### config.mk
export PLATFORM = sky130hd
export DESIGN_NAME = hdc_config_bank
export DESIGN_NICKNAME = d
export VERILOG_FILES = /design/src/hdc_pkg.sv /design/src/hdc_config_bank.sv
export SDC_FILE = /design/constraint.sdc
export NUM_CORES = 2
export LEC_CHECK = 0
export ABC_CLOCK_PERIOD_IN_PS = 3500
export BUFFER_PORTS_ARGS = -buffer_cell sky130_fd_sc_hd__buf_2
export CAP_MARGIN = 20
export CORE_MARGIN = 2
export CORE_UTILIZATION = 45
export CTS_CLUSTER_DIAMETER = 80
export DETAILED_ROUTE_END_ITERATION = 8
export GPL_TIMING_DRIVEN = 0
export SKIP_CTS_REPAIR_TIMING = 1
export SLEW_MARGIN = 15
export SYNTH_ARGS = -nofsm -noshare
export SYNTH_HDL_FRONTEND = slang
export SYNTH_SLANG_ARGS = --single-unit
### constraint.sdc
create_clock -name clk -period 3.5 [get_ports clk]
set_input_delay 0.175 -clock clk [delete_from_list [all_inputs] [get_ports clk]]
set_output_delay 0.175 -clock clk [all_outputs]
set_load 0.02 [all_outputs]
### src/hdc_pkg.sv
// Shared constants and carriers for the hub descriptor configuration bank
package hdc_pkg;

	// ----------------------------------------------------------------
	// Register offsets (byte addresses on the configuration port)
	// ----------------------------------------------------------------
	localparam logic [7:0] OFF_HC_CURRENT   = 8'h0F;
	localparam logic [7:0] OFF_POWER_ON     = 8'h10;
	localparam logic [7:0] OFF_LANG_UPPER   = 8'h11;
	localparam logic [7:0] OFF_LANG_LOWER   = 8'h12;
	localparam logic [7:0] OFF_MAKER_LEN    = 8'h13;
	localparam logic [7:0] OFF_PRODUCT_LEN  = 8'h14;
	localparam logic [7:0] OFF_SERIAL_LEN   = 8'h15;
	localparam logic [7:0] OFF_MAKER_TEXT   = 8'h16;
	localparam logic [7:0] OFF_PRODUCT_TEXT = 8'h54;
	localparam logic [7:0] OFF_SERIAL_TEXT  = 8'h92;
	localparam logic [7:0] OFF_TEXT_LAST    = 8'hCF;

	// ----------------------------------------------------------------
	// Reset values, limits and scales
	// ----------------------------------------------------------------
	localparam logic [7:0] HC_CURRENT_RESET = 8'h32;
	localparam logic [7:0] REG_RESET        = 8'h00;
	localparam logic [7:0] MAX_TEXT_CHARS   = 8'h1F;
	localparam int unsigned CURRENT_STEP_MA = 2;
	localparam int unsigned TEXT_BYTES      = int'(OFF_TEXT_LAST) - int'(OFF_MAKER_TEXT) + 1;

	// ----------------------------------------------------------------
	// Timing
	// ----------------------------------------------------------------
	localparam int unsigned CLK_KHZ            = 125000;
	localparam int unsigned POWER_STEP_MS      = 2;
	localparam int unsigned POWER_STEP_CYCLES  = POWER_STEP_MS * CLK_KHZ;

	// ----------------------------------------------------------------
	// Types
	// ----------------------------------------------------------------
	typedef enum logic [1:0] {HDC_SEL_MAKER, HDC_SEL_PRODUCT, HDC_SEL_SERIAL} hdc_text_sel_t;

	typedef struct packed {
		logic       wr;
		logic       rd;
		logic [7:0] addr;
		logic [7:0] wdata;
	} hdc_cfg_access_t;

	typedef struct packed {
		logic        valid;
		logic        last;
		logic [15:0] data;
	} hdc_text_char_t;

endpackage

### src/hdc_config_bank.sv
// Hub descriptor configuration bank: registers, string store and fetch
//
// Notes on behaviour
// - Hub controller current byte counts in 2 mA steps.
// - Hub controller current byte resets to 50, meaning 100 mA.
// - Power-on byte is delay in 2 ms units from port power start.
// - Language id is upper byte in bits 15..8, lower in 7..0.
// - String lengths stay at or below 31; longer writes are refused.
// - Each stored character is one 16-bit UTF-16LE code unit.
// - Character low byte at lower address; characters ascend contiguously.
// - Maker string characters come from bytes 16h to 53h.
// - Product string characters come from bytes 54h to 91h.
// - Serial string characters come from bytes 92h to CFh.
`timescale 1ns/1ps
`default_nettype none

module hdc_config_bank
	import hdc_pkg::*;
#(
	parameter int unsigned STEP_CYCLES = POWER_STEP_CYCLES
)(
	input  wire logic            clk,
	input  wire logic            nrst,
	input  wire hdc_cfg_access_t cfg,
	input  wire logic            text_req,
	input  wire hdc_text_sel_t   text_sel,
	input  wire logic            port_power_start,
	output var  logic [7:0]      cfg_rdata,
	output var  logic            cfg_rvalid,
	output var  logic            cfg_refused,
	output var  logic [8:0]      hub_ctrl_current_ma,
	output var  logic [15:0]     language_id,
	output var  logic            port_power_good,
	output var  hdc_text_char_t  text_out,
	output var  logic            text_done,
	output var  logic            text_busy
);

	localparam int STEP_W = $clog2(STEP_CYCLES + 1);
	localparam logic [7:0] BASE_MAKER   = 8'h00;
	localparam logic [7:0] BASE_PRODUCT = 8'(OFF_PRODUCT_TEXT - OFF_MAKER_TEXT);
	localparam logic [7:0] BASE_SERIAL  = 8'(OFF_SERIAL_TEXT - OFF_MAKER_TEXT);

	// ----------------------------------------------------------------
	// Configuration registers
	// ----------------------------------------------------------------
	logic [7:0] hc_current_reg,  hc_current_next;
	logic [7:0] power_on_reg,    power_on_next;
	logic [7:0] lang_upper_reg,  lang_upper_next;
	logic [7:0] lang_lower_reg,  lang_lower_next;
	logic [7:0] maker_len_reg,   maker_len_next;
	logic [7:0] product_len_reg, product_len_next;
	logic [7:0] serial_len_reg,  serial_len_next;
	logic [7:0] rdata_next;
	logic       refused_next;
	logic       text_hit;
	logic [7:0] text_idx;
	logic [7:0] text_mem [TEXT_BYTES];

	assign text_hit = (cfg.addr >= OFF_MAKER_TEXT) && (cfg.addr <= OFF_TEXT_LAST);
	assign text_idx = cfg.addr - OFF_MAKER_TEXT;

	always_comb
	begin
		hc_current_next  = hc_current_reg;
		power_on_next    = power_on_reg;
		lang_upper_next  = lang_upper_reg;
		lang_lower_next  = lang_lower_reg;
		maker_len_next   = maker_len_reg;
		product_len_next = product_len_reg;
		serial_len_next  = serial_len_reg;
		refused_next     = 1'b0;
		rdata_next       = REG_RESET;
		if (cfg.wr)
		begin
			// Over-long counts would overrun the next string region
			if ((cfg.addr == OFF_MAKER_LEN || cfg.addr == OFF_PRODUCT_LEN ||
				cfg.addr == OFF_SERIAL_LEN) && cfg.wdata > MAX_TEXT_CHARS)
				refused_next = 1'b1;
			else
			begin
				unique case (cfg.addr)
					OFF_HC_CURRENT:  hc_current_next  = cfg.wdata;
					OFF_POWER_ON:    power_on_next    = cfg.wdata;
					OFF_LANG_UPPER:  lang_upper_next  = cfg.wdata;
					OFF_LANG_LOWER:  lang_lower_next  = cfg.wdata;
					OFF_MAKER_LEN:   maker_len_next   = cfg.wdata;
					OFF_PRODUCT_LEN: product_len_next = cfg.wdata;
					OFF_SERIAL_LEN:  serial_len_next  = cfg.wdata;
					default:         ;
				endcase
			end
		end
		if (cfg.rd)
		begin
			unique case (cfg.addr)
				OFF_HC_CURRENT:  rdata_next = hc_current_reg;
				OFF_POWER_ON:    rdata_next = power_on_reg;
				OFF_LANG_UPPER:  rdata_next = lang_upper_reg;
				OFF_LANG_LOWER:  rdata_next = lang_lower_reg;
				OFF_MAKER_LEN:   rdata_next = maker_len_reg;
				OFF_PRODUCT_LEN: rdata_next = product_len_reg;
				OFF_SERIAL_LEN:  rdata_next = serial_len_reg;
				default:         rdata_next = text_hit ? text_mem[text_idx] : REG_RESET;
			endcase
		end
	end

	always_ff @(posedge clk or negedge nrst)
	begin
		if (!nrst)
		begin
			hc_current_reg      <= HC_CURRENT_RESET;
			power_on_reg        <= REG_RESET;
			lang_upper_reg      <= REG_RESET;
			lang_lower_reg      <= REG_RESET;
			maker_len_reg       <= REG_RESET;
			product_len_reg     <= REG_RESET;
			serial_len_reg      <= REG_RESET;
			cfg_rdata           <= REG_RESET;
			cfg_rvalid          <= 1'b0;
			cfg_refused         <= 1'b0;
			hub_ctrl_current_ma <= '0;
			language_id         <= '0;
		end
		else
		begin
			hc_current_reg      <= hc_current_next;
			power_on_reg        <= power_on_next;
			lang_upper_reg      <= lang_upper_next;
			lang_lower_reg      <= lang_lower_next;
			maker_len_reg       <= maker_len_next;
			product_len_reg     <= product_len_next;
			serial_len_reg      <= serial_len_next;
			cfg_rdata           <= rdata_next;
			cfg_rvalid          <= cfg.rd;
			cfg_refused         <= refused_next;
			hub_ctrl_current_ma <= 9'(hc_current_reg * CURRENT_STEP_MA);
			language_id         <= {lang_upper_reg, lang_lower_reg};
		end
	end

	// String store is not reset; contents are only valid once loaded
	always_ff @(posedge clk)
	begin
		if (cfg.wr && text_hit)
			text_mem[text_idx] <= cfg.wdata;
	end

	// ----------------------------------------------------------------
	// Port power-on timer
	// ----------------------------------------------------------------
	logic              pwr_run_reg,   pwr_run_next;
	logic [STEP_W-1:0] step_cnt_reg,  step_cnt_next;
	logic [7:0]        steps_left_reg, steps_left_next;
	logic              power_good_next;

	always_comb
	begin
		pwr_run_next    = pwr_run_reg;
		step_cnt_next   = step_cnt_reg;
		steps_left_next = steps_left_reg;
		power_good_next = port_power_good;
		if (port_power_start)
		begin
			pwr_run_next    = 1'b1;
			step_cnt_next   = '0;
			steps_left_next = power_on_reg;
			power_good_next = 1'b0;
		end
		else if (pwr_run_reg)
		begin
			if (steps_left_reg == '0)
			begin
				pwr_run_next    = 1'b0;
				power_good_next = 1'b1;
			end
			else if (step_cnt_reg == STEP_W'(STEP_CYCLES - 1))
			begin
				step_cnt_next   = '0;
				steps_left_next = steps_left_reg - 8'h01;
			end
			else
				step_cnt_next = step_cnt_reg + STEP_W'(1);
		end
	end

	always_ff @(posedge clk or negedge nrst)
	begin
		if (!nrst)
		begin
			pwr_run_reg     <= 1'b0;
			step_cnt_reg    <= '0;
			steps_left_reg  <= '0;
			port_power_good <= 1'b0;
		end
		else
		begin
			pwr_run_reg     <= pwr_run_next;
			step_cnt_reg    <= step_cnt_next;
			steps_left_reg  <= steps_left_next;
			port_power_good <= power_good_next;
		end
	end

	// ----------------------------------------------------------------
	// String descriptor character fetch
	// ----------------------------------------------------------------
	typedef enum logic {HDC_IDLE, HDC_EMIT} hdc_fetch_state_t;

	hdc_fetch_state_t state_reg, state_next;
	logic [7:0]       idx_reg,   idx_next;
	logic [4:0]       remain_reg, remain_next;
	hdc_text_char_t   char_next;
	logic             done_next;
	logic             busy_next;
	logic [7:0]       sel_len;
	logic [7:0]       sel_base;
	logic             take;
	logic [15:0]      pair_now;

	always_comb
	begin
		unique case (text_sel)
			HDC_SEL_MAKER:   {sel_len, sel_base} = {maker_len_reg, BASE_MAKER};
			HDC_SEL_PRODUCT: {sel_len, sel_base} = {product_len_reg, BASE_PRODUCT};
			HDC_SEL_SERIAL:  {sel_len, sel_base} = {serial_len_reg, BASE_SERIAL};
			default:         {sel_len, sel_base} = {REG_RESET, BASE_MAKER};
		endcase
	end

	assign take     = text_req && (state_reg == HDC_IDLE);
	assign pair_now = {text_mem[idx_reg + 8'h01], text_mem[idx_reg]};

	always_comb
	begin
		state_next  = state_reg;
		idx_next    = idx_reg;
		remain_next = remain_reg;
		char_next   = '0;
		done_next   = 1'b0;
		unique case (state_reg)
			HDC_IDLE:
				if (take)
				begin
					if (sel_len == REG_RESET)
						done_next = 1'b1;
					else
					begin
						state_next  = HDC_EMIT;
						idx_next    = sel_base;
						remain_next = sel_len[4:0];
					end
				end
			HDC_EMIT:
			begin
				char_next.valid = 1'b1;
				char_next.data  = pair_now;
				char_next.last  = (remain_reg == 5'h01);
				idx_next        = idx_reg + 8'h02;
				remain_next     = remain_reg - 5'h01;
				if (remain_reg == 5'h01)
				begin
					state_next = HDC_IDLE;
					done_next  = 1'b1;
				end
			end
		endcase
		busy_next = (state_next == HDC_EMIT);
	end

	always_ff @(posedge clk or negedge nrst)
	begin
		if (!nrst)
		begin
			state_reg  <= HDC_IDLE;
			idx_reg    <= '0;
			remain_reg <= '0;
			text_out   <= '0;
			text_done  <= 1'b0;
			text_busy  <= 1'b0;
		end
		else
		begin
			state_reg  <= state_next;
			idx_reg    <= idx_next;
			remain_reg <= remain_next;
			text_out   <= char_next;
			text_done  <= done_next;
			text_busy  <= busy_next;
		end
	end

	// ----------------------------------------------------------------
	// Checks
	// ----------------------------------------------------------------
	logic [31:0] pwr_elapsed;
	logic [7:0]  pwr_snap;
	logic [5:0]  emitted;
	logic [7:0]  len_snap;

	always_ff @(posedge clk or negedge nrst)
	begin
		if (!nrst)
		begin
			pwr_elapsed <= '0;
			pwr_snap    <= '0;
			emitted     <= '0;
			len_snap    <= '0;
		end
		else
		begin
			pwr_elapsed <= port_power_start ? 32'h0000_0000 : pwr_elapsed + 32'h0000_0001;
			if (port_power_start)
				pwr_snap <= power_on_reg;
			if (take)
			begin
				emitted  <= '0;
				len_snap <= sel_len;
			end
			else if (text_out.valid)
				emitted <= emitted + 6'h01;
		end
	end
endmodule // hdc_config_bank

`default_nettype wire

; Word-level counts from Yosys, hierarchy flattened
; Memory sizes are Yosys's and may differ from the RTL's.
; Cells that the tools add are included.
; Widths: inputs -> output; s select.
[word_totals]
ff_bits = 151
ram_bits = 1488
out_inout_bits = 56
n_memories = 1
elab_cells = 110
in_bits = 24
[op_classes]
bitwise = 2
n_lt_le_gt_ge = 3
eq_ne = 14
n_addsub = 6
muxes = 38
n_reduce_logical = 23
[mem_list]
columns = memory, depth, word_bits, read_ports, rd_clocked_by_memory_dff, wr, line_no
row1 = text_mem, 186, 8, 3, 0, 1, hdc_config_bank.sv:58  ; logic [7:0] text_mem [TEXT_BYTES];
[op_table]
columns = op, count
row1 = $mux 18, 5
row2 = $mux 8, 8
row3 = $pmux 8 s7, 1
row4 = $eq 8x5->1 const B, 6
row5 = $pmux 8 s3, 1
row6 = $reduce_and 3->1, 8
row7 = $add 18x1->18 const B, 1
row8 = $eq 18x18->1 const B, 1
row9 = $logic_not 8->1, 2
row10 = $mux 1, 16
row11 = $pmux 8 s2, 1
row12 = $pmux 7 s2, 1
row13 = $mux 5, 2
row14 = $pmux 5 s2, 1
row15 = $add 8x1->8 const B, 1
row16 = $add 8x2->8 const B, 1
row17 = $eq 8x4->1 const B, 1
row18 = $ge 8x5->1 const B, 1
row19 = $gt 8x5->1 const B, 1
row20 = $le 8x8->1 const B, 1
row21 = $sub 8x1->8 const B, 1
row22 = $sub 8x5->8 const B, 1
row23 = $ne 2x2->1 const B, 3
row24 = $reduce_and 2->1, 3
row25 = 10 further kinds, 18

; Longest topological paths before layout
[logic_depth]
word_depth = 6
depth_mapped = 12
mapped_depth_nobuf = 8

; Worst setup path before layout
; OpenSTA, ideal clock, no wires.
[synth_timing]
path_type = in2reg
from = input port cfg[8] (netlist bit)
to = memory text_mem[146][0], enable pin
setup_ns = 0.370
stages = 10
setup_slack_ns = 0.800
n_path_buf = 7
arrival_ns = 2.330
cell_sequence = buf_4 buf_4 buf_2 buf_2 buf_2 buf_4 nor3_1 nand2_1 clkbuf_1 nor2_1
[synth_between]
elab_chain_cells = 5
[synth_lines]
columns = item, line_no
row1 = "start, declared", hdc_config_bank.sv:24  ; input wire hdc_cfg_access_t cfg,
row2 = $ge 8x5->1 or $le 8x8->1 (tied branches), hdc_config_bank.sv:60  ; assign text_hit = (cfg.addr >= OFF_MAKER_TEXT) && (cfg.addr <= OFF_TEXT_LAST);
row3 = $logic_and 1x1->1, hdc_config_bank.sv:60
row4 = $logic_and 1x1->1, hdc_config_bank.sv:146  ; if (cfg.wr && text_hit)
row5 = $mux 1, hdc_config_bank.sv:146
row6 = $mux 1 (implied by the code), hdc_config_bank.sv:147  ; text_mem[text_idx] <= cfg.wdata;
row7 = "end, declared", hdc_config_bank.sv:58
; Several ways; a longest one is shown, not always the timed one.

; Worst setup path after layout
[layout_timing]
from = input port cfg[9] (netlist bit)
to = register cfg_rdata[1]
[layout_between]
elab_chain_cells = 5
[layout_lines]
columns = item, line_no
row1 = "$sub 8x5->8, or another cell as far along", hdc_config_bank.sv:61  ; assign text_idx = cfg.addr - OFF_MAKER_TEXT;
row2 = $mem_v2 186x8 or $logic_and 1x1->1 (tied branches), --
row3 = $mux 8, hdc_config_bank.sv:104  ; default: rdata_next = text_hit ? text_mem[text_idx] : REG_RESET;
row4 = $pmux 8 s7 (*), hdc_config_bank.sv:96  ; unique case (cfg.addr)
row5 = $mux 8 (*), hdc_config_bank.sv:94  ; if (cfg.rd)
row6 = via rdata_next[1], hdc_config_bank.sv:54  ; logic [7:0] rdata_next;
row7 = "end signal, assigned", hdc_config_bank.sv:135  ; cfg_rdata <= rdata_next;
row8 = "end, declared", hdc_config_bank.sv:28  ; output var logic [7:0] cfg_rdata,
; The timed path passes the listed nets; every way through them passes the cells marked *.
; A chain may end at the register's enable or synchronous reset.

==> metrics.txt <==
DRC Markers=0; Reg-to-Reg Start=idx_reg[2]; crit start category=primary input; Finished Layout Cells=6,695; Period minus WS final=3860 ps; Combinational Power Share=0.330; total global routing overflow=0; full die area=173,000 µm²; Worst slew margin=0.177; htree depth=4; dpl cells=6,298; CTS Sinks=1,638; crit path kind=in -> reg; Worst R2R Path Depth=9; Die H=415 µm; Seq/Total Area, Yosys=0.636; post-synth net total=3,976; Cell Area, Synth=76,200 µm²; post-place setup slack=-2280 ps; CP endpoint=cfg_rdata[1]; worst setup path startpoint=cfg[9]; Mapped Cells=3,939; final hold viol count=1; Synth Register Bits=1,638; layout cells sized above 1=0.403; commonest non-fill, non-tap cell in the layout=edfxtp_1; drt wl/cell=51.3 µm; WP data arrival=4550 ps; Worst Skew=32.2 ps; vias in the first global route=47,000; vias per cell=7.54; Area Overhead vs Synth=16.5%; R2R Path End=text_out[9]; DR iter-0 viols=10,800; Max-Cap Viols=0; Slew Limit Fails=0; Initial Utilization=0.452; total track usage=0.398; RSZ-0062 raised after global routing=yes; synthesized area per cell=19.3 µm²; # rows=151; max FFs per register=1,488; HP Class=in -> reg; first-pass GRT wire length=447 mm; largest net degree at the start of global routing=126; Sw Pwr=0.0216 W; root buf cell=clkbuf_16; WP data required=4190 ps; nets@finish=4,337; final setup fails=348; clk slew on worst S/H paths=70 ps; final HPWL from detailed placement=240 mm; PD cells=696 nW/µm²; drt total wl=344 mm; outcome=complete, but fails checks; Tot Pwr=0.0618 W; Clk Latency, worst-skew pair=880 ps; Post-synth ARST share=0.0916; Distinct cells, synth=83; Ports=80; critical path endpoint category=flip-flop; EDFF count, synth=1,488; ys flop type=edfxtp_1; die width=415 µm; TritonCTS Buffers=177; Vias=50,500; most frequent cells in the layout=edfxtp_1 (1,488), mux4_2 (837), nand2_1 (204), clkbuf_16 (181), dfrtp_1 (146); Fill cells=13,200; CTS tree=yes; Clock Path Buffers=3; sequential share of power=0.354; crit path max fanout=11; Fmax achieved=259 MHz; final std cell area, no fill=88,800 µm²; flop-to-flop setup slack=-170 ps; maximum vdd drop=524 µV; Pre-Repair DR Iteration Count=8; failing checks=hold timing, setup timing; I/O Buffers=75; DRT antenna net count=0; Power Internal=0.0403 W; clock share of power=0.316; hold slack=-68.4 ps; actual slew at the worst max-slew pin=1230 ps; final worst slack=-364 ps; LEAKAGE=28.7 nW; initial antenna violation count=36; Ys Warns=0; period utilization=1.10; Net Sw Frac=0.349; placer congestion estimate=1.03; core area=169,000 µm²; Post-DP Area=80,700 µm²
## metrics by stage
stage / utilization / setup TNS, ps
2_1_floorplan: - / 0
3_3_place_gp: 0.470 / -3484170
3_5_place_dp: 0.478 / -2394640
4_1_cts: 0.514 / -1055990
5_1_grt: 0.526 / -1840
6_report: 0.526 / -26500
## cell families (layout without fill, tap and decap cells)
family	after synthesis	after routing	share of synthesized area
compound gates	328	328	0.0311
xor+xnor	24	24	0.00330
fa+ha+maj	13	13	0.00214
buf+inv	326	837	0.0226
flops	1638	1638	0.636
mux	994	994	0.270
other cells	1	28	0.0000492
simple gates	615	615	0.0351
## layer usage
| metal | wire length (µm) | vias up | share of wire | track usage |
|---|---|---|---|---|
| li1 | - | 17600 | - | - |
| met1 | 117000 | 26700 | 0.34 | 0.505 |
| met2 | 144000 | 4994 | 0.42 | 0.544 |
| met3 | 53600 | 1193 | 0.16 | 0.172 |
| met4 | 29600 | 20 | 0.086 | 0.290 |
| met5 | 138 | - | 0.00040 | 0 |
## Yosys cell counts (5+ instances only)
cell type	count	area share
a211oi_1	9	0.00089
nand2_1	205	0.010
a32oi_1	21	0.0024
mux4_2	837	0.25
edfxtp_1	1488	0.59
nand4_1	9	0.00074
mux2i_1	103	0.014
buf_4	36	0.0035
nor2_1	260	0.013
nor4_1	5	0.00041
dfrtp_1	147	0.048
nor3_1	15	0.00099
a2111oi_0	5	0.00057
o22ai_1	10	0.00082
a22o_1	14	0.0016
xor2_1	6	0.00069
buf_1	29	0.0014
and2_1	17	0.0014
a22oi_1	48	0.0047
a31oi_1	17	0.0014
mux4_1	5	0.0017
ha_1	13	0.0021
o2111ai_1	8	0.00092
o31a_1	9	0.0010
o31ai_1	5	0.00049
o21ai_0	36	0.0024
a311oi_1	6	0.00069
and3_1	12	0.00099
a222oi_1	5	0.00066
mux2_2	49	0.0072
nor2b_1	8	0.00066
buf_2	105	0.0069
inv_1	21	0.0010
or3_1	8	0.00066
nand2b_1	7	0.00057
nand3_1	42	0.0028
a21o_1	11	0.0011
a21oi_1	60	0.0039
clkbuf_1	106	0.0052
xnor2_1	14	0.0016
a221oi_1	23	0.0026
buf_6	24	0.0035
## power by group through the flow
stage                     sequential [W]  combinational, W  clock [W]
after floorplan                   0.0224           0.00972          0
after global placement            0.0223            0.0183          0
after detailed placement          0.0222            0.0186          0
after CTS                         0.0218            0.0186     0.0195
after global routing              0.0219            0.0200     0.0202
final                             0.0219            0.0204     0.0196
## worst max-delay path, stage by stage
cell       delay [ps]
buf_2             180
buf_2             220
buf_6             230
buf_6             340
buf_6             460
buf_6             440
buf_6             400
mux4_2            380
a221oi_2          590
o22ai_1           440
a2111oi_2         440
o21bai_1          190
## layout make-up
class | count | area, µm² | share of cell area
antenna | 27 | 67.6 | 0.000761
buffer | 300 | 2290 | 0.0258
clock buffer | 219 | 4750 | 0.0535
clock inverter | 110 | 1190 | 0.0134
inverter | 23 | 86.3 | 0.000972
multi-input combinational | 1975 | 27200 | 0.306
sequential | 1638 | 48400 | 0.546
tap | 2218 | 2780 | 0.0313
timing repair buffer | 185 | 2020 | 0.0228
## worst min-delay path by stage
stage                            from          endpoint  slack, ps  depth (start not counted)
after CTS                        nrst      cfg_rdata[0]       -750                          1
after detailed placement         nrst  step_cnt_reg[11]        150                          1
final                     text_sel[0]        idx_reg[1]        -70                          5
after global placement        cfg[16]        cfg_rvalid        370                          1
after global routing      text_sel[0]        idx_reg[1]         10                          5
after floorplan                  nrst      cfg_rdata[0]       -120                          0
Power figures use the tool's default switching activity.
